[src/pkg/rbp_pkg.sv]
// constants and types shared by the reset, boot and clock-out block
package rbp_pkg;

    // watchdog reset pulse length, in oscillator clock cycles
    localparam int unsigned RBP_WDOG_RST_CYCLES = 512;

    // reset vector locations read by each processor during reset
    localparam logic [31:0] RBP_APP_VECTOR_LOC = 32'h0000_0004;
    localparam logic [21:0] RBP_CTRL_VECTOR_LOC = 22'h3F_FFC0;

    // widths of the two processor address spaces
    localparam int unsigned RBP_APP_AW = 32;
    localparam int unsigned RBP_CTRL_AW = 22;

    // boot-select pin group
    localparam int unsigned RBP_BOOT_W = 3;
    localparam logic [2:0] RBP_BOOT_RESET = 3'h0;

    // clock-out divider configuration codes
    localparam logic [1:0] RBP_DIV_BY4 = 2'h0;
    localparam logic [1:0] RBP_DIV_BY2 = 2'h1;
    localparam logic [1:0] RBP_DIV_BY1 = 2'h2;

    // sequencing states, one-hot
    typedef enum logic [2:0] {
        RBP_HOLD = 3'h1,
        RBP_BOOT = 3'h2,
        RBP_RUN  = 3'h4
    } rbp_state_e;

endpackage

[src/pkg/rbp_stretch_if.sv]
// carrier between the sequencer and its reset pulse stretcher
`timescale 1ns/10ps
`default_nettype none
interface rbp_stretch_if #(
    parameter int unsigned LEN = rbp_pkg::RBP_WDOG_RST_CYCLES
);
    logic trigger;
    logic busy;
    logic [$clog2(LEN+1)-1:0] remaining;

    // sequencer side requests a pulse and watches it
    modport owner (
        output trigger,
        input busy,
        input remaining
    );

    // stretcher side produces the pulse
    modport stretcher (
        input trigger,
        output busy,
        output remaining
    );
endinterface
`default_nettype wire

[src/hw/rbp_reset_boot.sv]
// reset pins, processor vector start, boot pin capture and clock output
`timescale 1ns/10ps
`default_nettype none

module rbp_reset_boot
    import rbp_pkg::*;
#(
    parameter int unsigned WDOG_LEN = RBP_WDOG_RST_CYCLES
) (
    input wire logic mclk,
    input wire logic resetn,
    input wire logic power_on_fault,
    input wire logic brown_out_reset,
    input wire logic wdog_reset_req,
    input wire logic digital_reset_pin_in,
    output logic digital_reset_pin_out,
    output logic digital_reset_pin_oe,
    input wire logic analog_power_on_fault,
    input wire logic analog_brown_out_reset,
    input wire logic analog_reset_pin_in,
    output logic analog_reset_pin_out,
    output logic analog_reset_pin_oe,
    output logic analog_logic_reset,
    output logic digital_reset,
    output logic digital_halt,
    output logic [RBP_APP_AW-1:0] app_vector_addr,
    input wire logic [RBP_APP_AW-1:0] app_vector_data,
    output logic [RBP_CTRL_AW-1:0] ctrl_vector_addr,
    input wire logic [RBP_CTRL_AW-1:0] ctrl_vector_data,
    output logic app_fetch_en,
    output logic [RBP_APP_AW-1:0] app_fetch_addr,
    output logic ctrl_fetch_en,
    output logic [RBP_CTRL_AW-1:0] ctrl_fetch_addr,
    input wire logic pll_sysclk,
    input wire logic [1:0] clock_out_divider_config,
    output logic divided_clock_output,
    input wire logic [RBP_BOOT_W-1:0] boot_pins,
    output logic [RBP_BOOT_W-1:0] boot_mode,
    output logic boot_mode_valid,
    input wire logic external_oscillator_input,
    output logic usb_pll_ref_clk,
    output logic can_clk
);

    rbp_state_e state;
    rbp_state_e next_state;
    logic por_bor_q;
    logic wdog_busy;
    logic dig_rst_q;
    logic ana_drive_q;
    logic ana_rst_q;
    logic pll_prev;
    logic div4_phase;
    logic pll_rise;
    logic [RBP_APP_AW-1:0] app_pc;
    logic [RBP_CTRL_AW-1:0] ctrl_pc;

    rbp_stretch_if #(.LEN(WDOG_LEN)) wdog_if ();

    // watchdog pulse of fixed length in oscillator cycles
    rbp_pulse_stretch #(
        .LEN(WDOG_LEN)
    ) u_wdog_stretch (
        .mclk(mclk),
        .resetn(resetn),
        .st(wdog_if.stretcher)
    );

    // a watchdog request is only honoured when the pulse is idle
    assign wdog_if.trigger = wdog_reset_req;
    assign wdog_busy = wdog_if.busy;

    // power faults held in a flop so the pin drive is glitch free
    always_ff @(posedge mclk) begin
        if (!resetn) begin
            por_bor_q <= 1'b1;
        end else begin
            por_bor_q <= power_on_fault | brown_out_reset;
        end
    end

    // open-drain digital reset pin: low level only, enable while driving
    assign digital_reset_pin_out = 1'b0;
    assign digital_reset_pin_oe = por_bor_q | wdog_busy;

    // internal reset collects every source; the pin level covers an
    // outside driver, which wins over our released pull-up
    always_ff @(posedge mclk) begin
        if (!resetn) begin
            dig_rst_q <= 1'b1;
        end else begin
            dig_rst_q <= por_bor_q | wdog_busy | !digital_reset_pin_in;
        end
    end

    assign digital_reset = dig_rst_q;
    // halt follows the state, so execution stops for any reset source
    assign digital_halt = (state != RBP_RUN);

    // sequencing: hold while reset, one boot cycle, then run
    always_comb begin
        next_state = state;
        case (state)
            RBP_HOLD: begin
                if (!dig_rst_q) begin
                    next_state = RBP_BOOT;
                end
            end
            RBP_BOOT: begin
                if (dig_rst_q) begin
                    next_state = RBP_HOLD;
                end else begin
                    next_state = RBP_RUN;
                end
            end
            RBP_RUN: begin
                if (dig_rst_q) begin
                    next_state = RBP_HOLD;
                end
            end
            default: begin
                next_state = RBP_HOLD;
            end
        endcase
    end

    always_ff @(posedge mclk) begin
        if (!resetn) begin
            state <= RBP_HOLD;
        end else begin
            state <= next_state;
        end
    end

    // vector addresses stay on the vector bus from reset onward
    always_ff @(posedge mclk) begin
        if (!resetn) begin
            app_vector_addr <= RBP_APP_VECTOR_LOC;
            ctrl_vector_addr <= RBP_CTRL_VECTOR_LOC;
        end else begin
            app_vector_addr <= RBP_APP_VECTOR_LOC;
            ctrl_vector_addr <= RBP_CTRL_VECTOR_LOC;
        end
    end

    // program counters reload from the vector words all through reset;
    // the last word seen before release is the start address
    always_ff @(posedge mclk) begin
        if (!resetn) begin
            app_pc <= '0;
            ctrl_pc <= '0;
        end else if (state == RBP_HOLD) begin
            app_pc <= app_vector_data;
            ctrl_pc <= ctrl_vector_data;
        end
    end

    // fetching starts at the loaded counters once running
    always_ff @(posedge mclk) begin
        if (!resetn) begin
            app_fetch_en <= 1'b0;
            ctrl_fetch_en <= 1'b0;
            app_fetch_addr <= '0;
            ctrl_fetch_addr <= '0;
        end else begin
            app_fetch_en <= (next_state == RBP_RUN);
            ctrl_fetch_en <= (next_state == RBP_RUN);
            app_fetch_addr <= app_pc;
            ctrl_fetch_addr <= ctrl_pc;
        end
    end

    // boot pins are taken as one group in the cycle after release,
    // so all three bits come from the same edge
    always_ff @(posedge mclk) begin
        if (!resetn) begin
            boot_mode <= RBP_BOOT_RESET;
            boot_mode_valid <= 1'b0;
        end else if (state == RBP_BOOT) begin
            boot_mode <= boot_pins;
            boot_mode_valid <= !dig_rst_q;
        end else if (state == RBP_HOLD) begin
            boot_mode_valid <= 1'b0;
        end
    end

    // analog reset pin drive during analog power faults
    always_ff @(posedge mclk) begin
        if (!resetn) begin
            ana_drive_q <= 1'b1;
        end else begin
            ana_drive_q <= analog_power_on_fault | analog_brown_out_reset;
        end
    end

    assign analog_reset_pin_out = 1'b0;
    assign analog_reset_pin_oe = ana_drive_q;

    // analog logic reset from our own drive or any outside pull-down
    always_ff @(posedge mclk) begin
        if (!resetn) begin
            ana_rst_q <= 1'b1;
        end else begin
            ana_rst_q <= ana_drive_q | !analog_reset_pin_in;
        end
    end

    assign analog_logic_reset = ana_rst_q;

    // clock output: the PLL clock is sampled, so the output is only
    // faithful while the PLL clock is well below the sampling rate
    assign pll_rise = pll_sysclk & !pll_prev;

    always_ff @(posedge mclk) begin
        if (!resetn) begin
            pll_prev <= 1'b0;
            div4_phase <= 1'b0;
        end else begin
            pll_prev <= pll_sysclk;
            if (pll_rise) begin
                div4_phase <= !div4_phase;
            end
        end
    end

    // divide by one copies, by two toggles each rise, by four every second
    always_ff @(posedge mclk) begin
        if (!resetn) begin
            divided_clock_output <= 1'b0;
        end else begin
            case (clock_out_divider_config)
                RBP_DIV_BY1: begin
                    divided_clock_output <= pll_sysclk;
                end
                RBP_DIV_BY2: begin
                    if (pll_rise) begin
                        divided_clock_output <= !divided_clock_output;
                    end
                end
                RBP_DIV_BY4: begin
                    if (pll_rise && div4_phase) begin
                        divided_clock_output <= !divided_clock_output;
                    end
                end
                default: begin
                    divided_clock_output <= pll_sysclk;
                end
            endcase
        end
    end

    // oscillator input is a clock route, not data, so it is not retimed
    assign usb_pll_ref_clk = external_oscillator_input;
    assign can_clk = external_oscillator_input;

endmodule
`default_nettype wire

[src/hw/rbp_pulse_stretch.sv]
// fixed-length reset pulse stretcher
`timescale 1ns/10ps
`default_nettype none
module rbp_pulse_stretch
    import rbp_pkg::*;
#(
    parameter int unsigned LEN = RBP_WDOG_RST_CYCLES
) (
    input wire logic mclk,
    input wire logic resetn,
    rbp_stretch_if.stretcher st
);
    localparam int unsigned CW = $clog2(LEN+1);
    localparam logic [CW-1:0] LAST = CW'(LEN - 1);

    // busy stands exactly LEN cycles from the cycle after the trigger;
    // a trigger while busy is ignored so a repeat cannot lengthen it
    always_ff @(posedge mclk) begin
        if (!resetn) begin
            st.busy <= 1'b0;
            st.remaining <= '0;
        end else if (st.trigger && !st.busy) begin
            st.busy <= 1'b1;
            st.remaining <= LAST;
        end else if (st.busy) begin
            if (st.remaining == '0) begin
                st.busy <= 1'b0;
            end else begin
                st.remaining <= st.remaining - CW'(1);
            end
        end
    end
endmodule
`default_nettype wire

[config.mk]
export PLATFORM = sky130hd
export DESIGN_NAME = rbp_reset_boot
export DESIGN_NICKNAME = d
export VERILOG_FILES = /design/src/pkg/rbp_pkg.sv /design/src/pkg/rbp_stretch_if.sv /design/src/hw/rbp_reset_boot.sv /design/src/hw/rbp_pulse_stretch.sv
export SDC_FILE = /design/constraint.sdc
export NUM_CORES = 1
export LEC_CHECK = 0
export BUFFER_PORTS_ARGS = -buffer_cell sky130_fd_sc_hd__buf_2
export CAP_MARGIN = 10
export CELL_PAD_IN_SITES_DETAIL_PLACEMENT = 0
export CELL_PAD_IN_SITES_GLOBAL_PLACEMENT = 1
export CORE_ASPECT_RATIO = 0.7
export CORE_MARGIN = 2
export CORE_UTILIZATION = 35
export CTS_CLUSTER_SIZE = 10
export DETAILED_ROUTE_END_ITERATION = 6
export PLACE_DENSITY_LB_ADDON = 0.05
export SYNTH_ARGS = -nofsm -noshare
export SYNTH_HDL_FRONTEND = slang
export SYNTH_SLANG_ARGS = --single-unit
[constraint.sdc]
create_clock -name mclk -period 1.93 [get_ports mclk]
set_input_delay 0.386 -clock mclk [delete_from_list [all_inputs] [get_ports mclk]]
set_output_delay 0.386 -clock mclk [all_outputs]
set_load 0.02 [all_outputs]
==> results of run 1 <==
## final timing paths
path / from / endpoint / slack [ns] / cells after the start
max reg2reg: u_wdog_stretch.st.busy / u_wdog_stretch.st.remaining[9] / 0.20 / 4
max: u_wdog_stretch.st.busy / u_wdog_stretch.st.remaining[9] / 0.20 / 4
min: analog_power_on_fault / analog_reset_pin_oe / 0.17 / 2
min reg2reg: analog_reset_pin_oe / analog_logic_reset / 0.44 / 1
## logic make-up (layout without fill, tap and decap cells)
family	Yosys count	after routing	share of synthesized area
AOI/OAI and AO/OA	80	80	0.0931
xor gates and xnor gates	1	1	0.00181
adders and majority gates	1	1	0.00259
buffers and inverters	92	181	0.118
DFF	134	134	0.555
muxes	3	3	0.00621
other	2	56	0.00155
and+or+nand+nor	214	214	0.222
## final cells by class
type | instances | area [µm²] | area share
repair buffers | 143 | 751 | 0.124
well taps | 185 | 231 | 0.0382
inverters | 6 | 22.5 | 0.00372
clock inverters | 15 | 154 | 0.0254
flip-flops and latches | 134 | 2680 | 0.443
clock buffers | 17 | 425 | 0.0702
multi-input cells | 355 | 1790 | 0.296
## state kept, by name, summed over array words and instances (netlist names)
signal,flops
app_pc,32
ctrl_fetch_addr,22
por_bor_q,1
digital_reset,1
boot_mode_valid,1
u_wdog_stretch.st.busy,1
u_wdog_stretch.st.remaining,10
pll_prev,1
analog_logic_reset,1
div4_phase,1
divided_clock_output,1
ctrl_fetch_en,1
analog_reset_pin_oe,1
state,3
app_fetch_addr,32
ctrl_pc,22
boot_mode,3
## per-layer routing
metal,global-route usage,up-vias,share of wire
li1,-,1860,-
met1,0.199,1611,0.48
met2,0.230,136,0.43
met3,0.0497,9,0.080
met4,0.0471,0,0.0065
met5,0,-,0
## metrics by stage
step	worst slack, ns	cell area [µm²]
finish	0.201	6060
global route	0.0225	6060
CTS	0.201	6060
detailed placement	0.219	5480
global placement	0.303	5480
floorplan	0.390	5040
## cell usage after synthesis, types with 3 or more instances
library cell  count  area [µm²]
a311oi_1          4        35.0
a31oi_1           3        18.8
o21ai_0           3        15.0
and2_1           55         344
buf_4            59         443
nand2_1         113         424
clkbuf_1         24        90.1
nor3_1            5        25.0
inv_1             5        18.8
a211oi_1          4        30.0
or3_1             4        25.0
buf_2             3        15.0
dfxtp_1         134        2680
mux2i_1           3        30.0
a21oi_1          60         300
nor2_1           13        48.8
## power groups by stage
stage | sequential, µW | combinational, µW | clock, µW
after floorplan | 3090 | 409 | 0
after global placement | 3040 | 555 | 0
after detailed placement | 3050 | 563 | 0
after CTS | 2980 | 563 | 3220
after global routing | 3000 | 622 | 3340
final | 2980 | 558 | 3120
==> impl_metrics.yaml, run 1 <==
sta:
  min_period_ns: 1.73
  fmax_mhz: 578
  skew_ns: 0.00477
  hold_viol: 0
  tns_ns: 0
  whs_ns: 0.169
  rsz0062_at_grt: "false"
  max_slew_margin: 0.613
  tightest_slew_ns: 0.579
  period_share: 0.896
  slew_violations: 0
  setup_violations: 0
cts:
  postCtsSetupRepairBufs: 0
  cts_tree: "done"
  clock-root-buffer: "clkbuf_16"
  cts_htree_levels: 4
  cts_buffers: 17
  path_clk_slew_ns: 0.06
  worstSkewPairLatency_ns: 0.40
  clock-sinks: 134
  ctsResizeCount: 0
  cts_hold_buf: 0
  clk_path_buf_depth: 2
synthesis:
  synth_edf_count: 0
  yosys.cell_types.count: 45
  ys_ff_latch: 134
  synthCells: 527
  avgSynthCellArea_um2: 9.18
  synthFlopType: "dfxtp_1"
  ys_async_sr_fraction: 0
  mappedNetlistArea_mm2: 0.00484
  synth_warnings: 0
  synth.yosys.seq_area_share: 0.555
worst_setup_path:
  critical-path-top-delay-family: "simple AND/OR/NAND/NOR gates"
  path_cells: "or4b_1 -> nor2_2 -> a31oi_1 -> a41o_1"
  arrival_ns: 2.02
  critPathMaxStageDelay_ns: 0.52
  start_kind: "register"
  path_buf_inv: 0
  end_kind: "register"
  cp_slowest_cell: "or4b_1"
  path_max_fanout: 11
  crit_required_ns: 2.22
  criticalPathCategory: "reg -> reg"
status:
  status: "completed"
drt:
  drt_iter0_markers: 95
  wire_per_inst_um: 12.6
  vias_per_cell: 4.23
  drc_errors: 0
  ant_nets: 0
  first_pass_iters: 4
  drt_wl_total_mm: 10.8
  vias: 3616
placed_design:
  io_buffers: 134
  gp_congestion: 0.766
  placed_cells: 823
  dpl.hpwl_mm: 7.29
cells_and_area:
  nets: 728
  stdcell_count: 855
  n_antenna_cell: 0
  layout_common_cells: "dfxtp_1, buf_2, nand2_1, a21oi_1, conb_1"
  nFillCells: 1336
  drive_gt1_frac: 0.272
  syn2layout_area_growth_pct: 25.3
  fin_util: 0.455
power:
  ir_worst_vdd_uv: 659
  p_seq_frac: 0.448
  power_switching_share: 0.248
  internal-power_uw: 5010
  combPwrFrac: 0.084
  pwr-share-clk: 0.469
  fin_total_pwr_uw: 6670
  leakage_uw: 0.00286
  p_per_area_mw_per_mm2: 1100
  switching_power_uw: 1660
floorplan:
  die-area_mm2: 0.0148
  initial_core_util: 0.363
  die_h_um: 102
  die_w_um: 145
  row_count: 35
  ios: 194
  core-area_mm2: 0.0133
hold_path:
  hold_class: "in -> reg"
global_route:
  grt_pass1_wl_mm: 17.1
  gr-total-overflow: 0
  antenna_found_initial: 0
  grt.total_usage: 0.149
  grt_pass1_vias: 3481
  grt_max_degree: 56
flow_run:
  maxCapViolations: 0
No activity file was read; power rests on OpenSTA's default activity.
==> inputs of run 2 (changes only) <==
--- a/config.mk
+++ b/config.mk
@@ -16,4 +16,5 @@
 export DETAILED_ROUTE_END_ITERATION = 6
 export PLACE_DENSITY_LB_ADDON = 0.05
+export REMOVE_ABC_BUFFERS = 1
 export SYNTH_ARGS = -nofsm -noshare
 export SYNTH_HDL_FRONTEND = slang
==> constraint.sdc (replaced) <==
create_clock -name mclk -period 1.93 [get_ports mclk]
set_input_delay 0 -clock mclk [delete_from_list [all_inputs] [get_ports mclk]]
set_output_delay 0 -clock mclk [all_outputs]
set_load 0.02 [all_outputs]
==> run 2 against run 1 <==
  * Die area stayed put
  * Final cell count grew 7.6%
  * Worst hold slack lost 0.17 ns
  * Non-clock buffer count increased by 66
  * Wire length grew 4.0%
  * Sequential cell count stayed put
  * Clock power down 5%
  * Via count grew 7.2%
  * Sequential share of layout area down 4.2 points
  * Largest cell class unchanged
==> impl_metrics.yaml, run 2 (synthesized netlist as in run 1, its figures left out) <==
status:
  status: "completed"
sta:
  period_share: 0.906
  max_slew_margin: 0.589
  hold_viol: 0
  setup_violations: 0
  tightest_slew_ns: 0.615
  slew_violations: 0
  tns_ns: 0
  whs_ns: 0.0000563
  min_period_ns: 1.75
  skew_ns: 0.00879
  rsz0062_at_grt: "false"
  fmax_mhz: 572
power:
  ir_worst_vdd_uv: 520
  fin_total_pwr_uw: 6600
  leakage_uw: 0.00313
  p_per_area_mw_per_mm2: 986
drt:
  drt_iter0_markers: 119
  first_pass_iters: 4
  drt_wl_total_mm: 11.2
  vias_per_cell: 4.21
  vias: 3875
  ant_nets: 0
  drc_errors: 0
  wire_per_inst_um: 12.2
cts:
  cts_htree_levels: 4
  postCtsSetupRepairBufs: 0
  cts_tree: "done"
  clock-sinks: 134
  cts_buffers: 17
  worstSkewPairLatency_ns: 0.40
  ctsResizeCount: 0
  clock-root-buffer: "clkbuf_16"
  clk_path_buf_depth: 2
  path_clk_slew_ns: 0.06
global_route:
  grt_pass1_wl_mm: 17.2
  antenna_found_initial: 0
  grt_pass1_vias: 3584
  grt.total_usage: 0.152
  gr-total-overflow: 0
  grt_max_degree: 62
placed_design:
  gp_congestion: 0.808
  dpl.hpwl_mm: 6.89
  io_buffers: 134
  placed_cells: 822
hold_path:
  hold_class: "in -> out"
  whs_path_depth: 0
cells_and_area:
  n_antenna_cell: 0
  layout_common_cells: "dfxtp_1, buf_2, nand2_1, dlygate4sd3_1, a21oi_1"
  syn2layout_area_growth_pct: 38.3
  nets: 794
  reg_top3: "app_fetch_addr (32), app_pc (32)"
  drive_gt1_frac: 0.245
  stdcell_count: 920
worst_setup_path:
  crit_required_ns: 2.22
  cp_slowest_cell: "or4b_1"
  criticalPathCategory: "reg -> reg"
  path_cells: "or4b_1 -> nor2_2 -> a31oi_1 -> a41o_1"
  end_kind: "register"
  path_max_fanout: 11
  start_kind: "register"
  arrival_ns: 2.04
  critPathMaxStageDelay_ns: 0.51
  r2r_cells: 4
flow_run:
  maxCapViolations: 0
floorplan:
  die-area_mm2: 0.0148
  die_w_um: 145
  ios: 194
  row_count: 35
  core-area_mm2: 0.0133
  die_h_um: 102
  initial_core_util: 0.363
run 2: cell count changes in the layout (fill, tap and decap cells not counted), sizes merged:
cell / delta
buf: -1
inv: -1
dlygate4sd3: +67
clkinvlp: -1
clkinv: +1
clkbuf: +1
bufinv: -1
run 2: report_power, final:
| part | total (µW) | internal (µW) | switching [µW] |
|---|---|---|---|
| Combinational | 661 | 283 | 378 |
| Sequential | 2980 | 2910 | 73.2 |
| Clock | 2950 | 1790 | 1160 |
run 2: layer usage:
metal	GRT usage	share of wire
met1	0.195	0.47
met2	0.244	0.45
met3	0.0478	0.068
met4	0.0560	0.0050
met5	0	0
run 2: critical path: cells and delay by family, from the launching register on:
family	cells	cell delay, ns
DFF	1	0.50
AOI/OAI and AO/OA	2	0.38
and+or+nand+nor	2	0.76
run 2: area by class of cell:
cell class / count / area [µm²]
inverter: 6 / 22.5
clock buffer: 18 / 439
timing repair buffer: 209 / 1410
sequential: 134 / 2680
clock inverter: 13 / 109
fill: 1318 / 6620
tap: 185 / 231
multi-input combinational: 355 / 1790
run 2: repair_timing:
action,CTS,global route
hold endpoints to repair,65,0
endpoints found under the setup margin,0,0
hold buffers,67,0
run 2: path summary, 6_finish.rpt:
path / startpoint / to / slack [ns]
max: u_wdog_stretch.st.busy / u_wdog_stretch.st.remaining[9] / 0.18
min: external_oscillator_input / usb_pll_ref_clk / 0.00006
max reg2reg: u_wdog_stretch.st.busy / u_wdog_stretch.st.remaining[9] / 0.18
min reg2reg: por_bor_q / digital_reset / 0.44
run 2: per-stage QoR:
| stage | utilization | worst slack (ns) | area, µm² |
|---|---|---|---|
| after CTS | 0.503 | 0.186 | 6690 |
| final | 0.503 | 0.181 | 6690 |
| after detailed placement | 0.411 | 0.241 | 5470 |
| after global placement | 0.411 | 0.302 | 5470 |
| after global routing | 0.503 | 0.0510 | 6690 |
| after floorplan | - | -0.401 | 4490 |
==> inputs of run 3 (changes only) <==
--- a/config.mk
+++ b/config.mk
@@ -6,4 +6,5 @@
 export NUM_CORES = 1
 export LEC_CHECK = 0
+export ABC_AREA = 1
 export BUFFER_PORTS_ARGS = -buffer_cell sky130_fd_sc_hd__buf_2
 export CAP_MARGIN = 10
@@ -12,8 +13,8 @@
 export CORE_ASPECT_RATIO = 0.7
 export CORE_MARGIN = 2
-export CORE_UTILIZATION = 35
+export CORE_UTILIZATION = 34
 export CTS_CLUSTER_SIZE = 10
 export DETAILED_ROUTE_END_ITERATION = 6
-export PLACE_DENSITY_LB_ADDON = 0.05
+export PLACE_DENSITY_LB_ADDON = 0.1
 export REMOVE_ABC_BUFFERS = 1
 export SYNTH_ARGS = -nofsm -noshare
==> constraint.sdc (replaced) <==
create_clock -name mclk -period 1.93 [get_ports mclk]
set_input_delay 0.386 -clock mclk [delete_from_list [all_inputs] [get_ports mclk]]
set_output_delay 0.386 -clock mclk [all_outputs]
set_load 0.02 [all_outputs]
==> run 3 against run 2 <==
  * Sequential share of layout area increased by 2.4 points
  * Design area shrank 5.6%
  * Critical path depth shrank 1
  * First-iteration DRC count is 8.4% higher
  * Count of clock-buffer cells in the layout stayed put
  * Synthesized area rose by 4.8%
  * Combinational power is 12% higher
  * Worst hold slack improved by 0.16 ns
  * Register-to-register slack better by 0.31 ns
  * Non-clock buffer count decreased by 70
  * Utilization fell by 7.1 points
  * Via count fell by 0.80%
==> impl_metrics.yaml, run 3 <==
synthesis:
  yosys.cell_types.count: 31
  ys_ff_latch: 134
  ys_async_sr_fraction: 0
  synth_most_common_cell: "dfxtp_1"
  synth_top_area_cell: "dfxtp_1"
  synth.yosys.seq_area_share: 0.529
  synth_warnings: 0
  avgSynthCellArea_um2: 8.15
  mappedNetlistArea_mm2: 0.00507
  synthCells: 622
  synth_area_leaders: "dfxtp_1, inv_1, buf_4"
  synthFlopType: "dfxtp_1"
  synth_common_cells: "dfxtp_1, inv_1, nand2_1"
  synth_top_area_share: 0.529
  synth_edf_count: 0
cts:
  cts_htree_levels: 4
  clock-root-buffer: "clkbuf_16"
  ctsResizeCount: 0
  clock-sinks: 134
  cts_hold_buf: 0
  cts_buffers: 17
  worstSkewPairLatency_ns: 0.41
  cts_tree: "done"
  clk_path_buf_depth: 2
  postCtsSetupRepairBufs: 0
  path_clk_slew_ns: 0.06
power:
  combPwrFrac: 0.104
  p_seq_frac: 0.421
  pwr-share-clk: 0.475
  internal-power_uw: 5250
  power_switching_share: 0.265
  fin_total_pwr_uw: 7140
  leakage_uw: 0.00341
  p_per_area_mw_per_mm2: 1130
  switching_power_uw: 1890
  ir_worst_vdd_uv: 557
floorplan:
  core-area_mm2: 0.0146
  die_h_um: 106
  row_count: 37
  initial_core_util: 0.346
  die_w_um: 150
  die-area_mm2: 0.0159
  ios: 194
placed_design:
  placed_cells: 924
  gp_congestion: 0.772
  placed_cell_area_mm2: 0.00570
  dpl.hpwl_mm: 6.91
  io_buffers: 134
cells_and_area:
  layout_common_cells: "dfxtp_1, buf_2, inv_1, nand2_1, a21oi_1"
  nets: 819
  layout_commonest_cell: "dfxtp_1"
  nFillCells: 1516
  n_antenna_cell: 0
  drive_gt1_frac: 0.246
  fin_area_mm2: 0.00632
  syn2layout_area_growth_pct: 24.7
  stdcell_count: 956
  reg_top3: "app_fetch_addr (32), app_pc (32)"
sta:
  tns_ns: 0
  skew_ns: 0.00957
  hold_viol: 0
  setup_violations: 0
  rsz0062_at_grt: "false"
  slew_violations: 0
  fmax_mhz: 587
  whs_ns: 0.156
  min_period_ns: 1.70
  period_share: 0.883
global_route:
  gr-total-overflow: 0
  grt.total_usage: 0.131
  grt_max_degree: 94
  grt_pass1_wl_mm: 16.3
  antenna_found_initial: 0
  grt_pass1_vias: 3380
worst_setup_path:
  critPathMaxStageDelay_ns: 0.56
  path_max_fanout: 6
  start_kind: "register"
  reg2reg_to: "u_wdog_stretch.st.remaining[7]"
  arrival_ns: 1.32
  rr_startpoint: "u_wdog_stretch.st.remaining[0]"
  r2r_setup_slack_ns: 0.49
  criticalPathCategory: "reg -> out"
  cp_slowest_cell: "dfxtp_1"
  r2r_cells: 9
  end_kind: "primary output"
  crit_required_ns: 1.54
  path_cells: "inv_2 -> nand2_1 -> buf_2"
hold_path:
  whs_endpoint: "analog_reset_pin_oe"
  hp-start: "analog_power_on_fault"
  whs_path_depth: 3
  hold_class: "in -> reg"
drt:
  drc_errors: 0
  first_pass_iters: 4
  wire_per_inst_um: 10.8
  drt_wl_total_mm: 10.3
  drt_iter0_markers: 129
  vias: 3844
  vias_per_cell: 4.02
  ant_nets: 0
flow_run:
  maxCapViolations: 0
status:
  status: "completed"
## run 3: cell count changes in the layout (fill, tap and decap cells not counted), moves of 5 or more
cell           previous run  this run
inv_6                     1         6
o21ai_0                   3        62
and2_1                   55         0
nor2_1                   13        21
clkinv_2                  6         0
nand2_1                 113        77
a21oi_1                  60        65
nand3_1                   2        16
dlygate4sd3_1            67         0
inv_1                     5       127
## run 3: metal layers
| metal | GRT usage | part of all wire |
|---|---|---|
| met1 | 0.179 | 0.50 |
| met2 | 0.182 | 0.40 |
| met5 | 0 | 0 |
| met3 | 0.0558 | 0.093 |
| met4 | 0.0485 | 0.0068 |
## run 3: metrics by stage
step | worst slack [ns] | utilization
6_report | 0.226 | 0.432
5_1_grt | 0.131 | 0.432
4_1_cts | 0.199 | 0.432
3_5_place_dp | 0.492 | 0.390
3_3_place_gp | 0.536 | 0.390
2_1_floorplan | -0.897 | -
## run 3: worst max path at each step
stage	startpoint	cells after the start	slack (ns)	endpoint
final	u_wdog_stretch.st.busy	3	0.23	digital_reset_pin_oe
after global routing	u_wdog_stretch.st.busy	3	0.13	digital_reset_pin_oe
after CTS	u_wdog_stretch.st.busy	3	0.20	digital_reset_pin_oe
after detailed placement	u_wdog_stretch.st.remaining[0]	9	0.49	u_wdog_stretch.st.remaining[7]
after global placement	u_wdog_stretch.st.remaining[0]	9	0.54	u_wdog_stretch.st.remaining[7]
after floorplan	state[1]	4	-0.90	app_pc[0]
## run 3: power groups by stage
stage	Combinational, µW	Clock (µW)	Sequential, µW
floorplan	440	0	3120
global placement	735	0	3060
detailed placement	741	0	3070
CTS	746	3490	3010
global route	841	3620	3030
finish	743	3390	3010
## run 3: critical path, delay by kind of cell, from the launching register on
family                 cells  cell delay (ns)
buffers and inverters      2             0.29
and+or+nand+nor            1             0.07
DFF                        1             0.56
## run 3: cell families after synthesis
kind of cell | Yosys count | synth area share
AOI/OAI and AO/OA | 132 | 0.134
and+or+nand+nor | 136 | 0.124
adders and majority gates | 1 | 0.00247
other | 2 | 0.00148
DFF | 134 | 0.529
xor gates and xnor gates | 1 | 0.00173
buffers and inverters | 216 | 0.207
## run 3: area by class of cell
| type | instances | area [µm²] | area share |
|---|---|---|---|
| multi-input cells | 326 | 1550 | 0.245 |
| inverters | 130 | 488 | 0.0772 |
| repair buffers | 139 | 736 | 0.116 |
| clock buffers | 18 | 429 | 0.0679 |
| well taps | 195 | 244 | 0.0386 |
| flip-flops and latches | 134 | 2680 | 0.425 |
| clock inverters | 14 | 189 | 0.0299 |
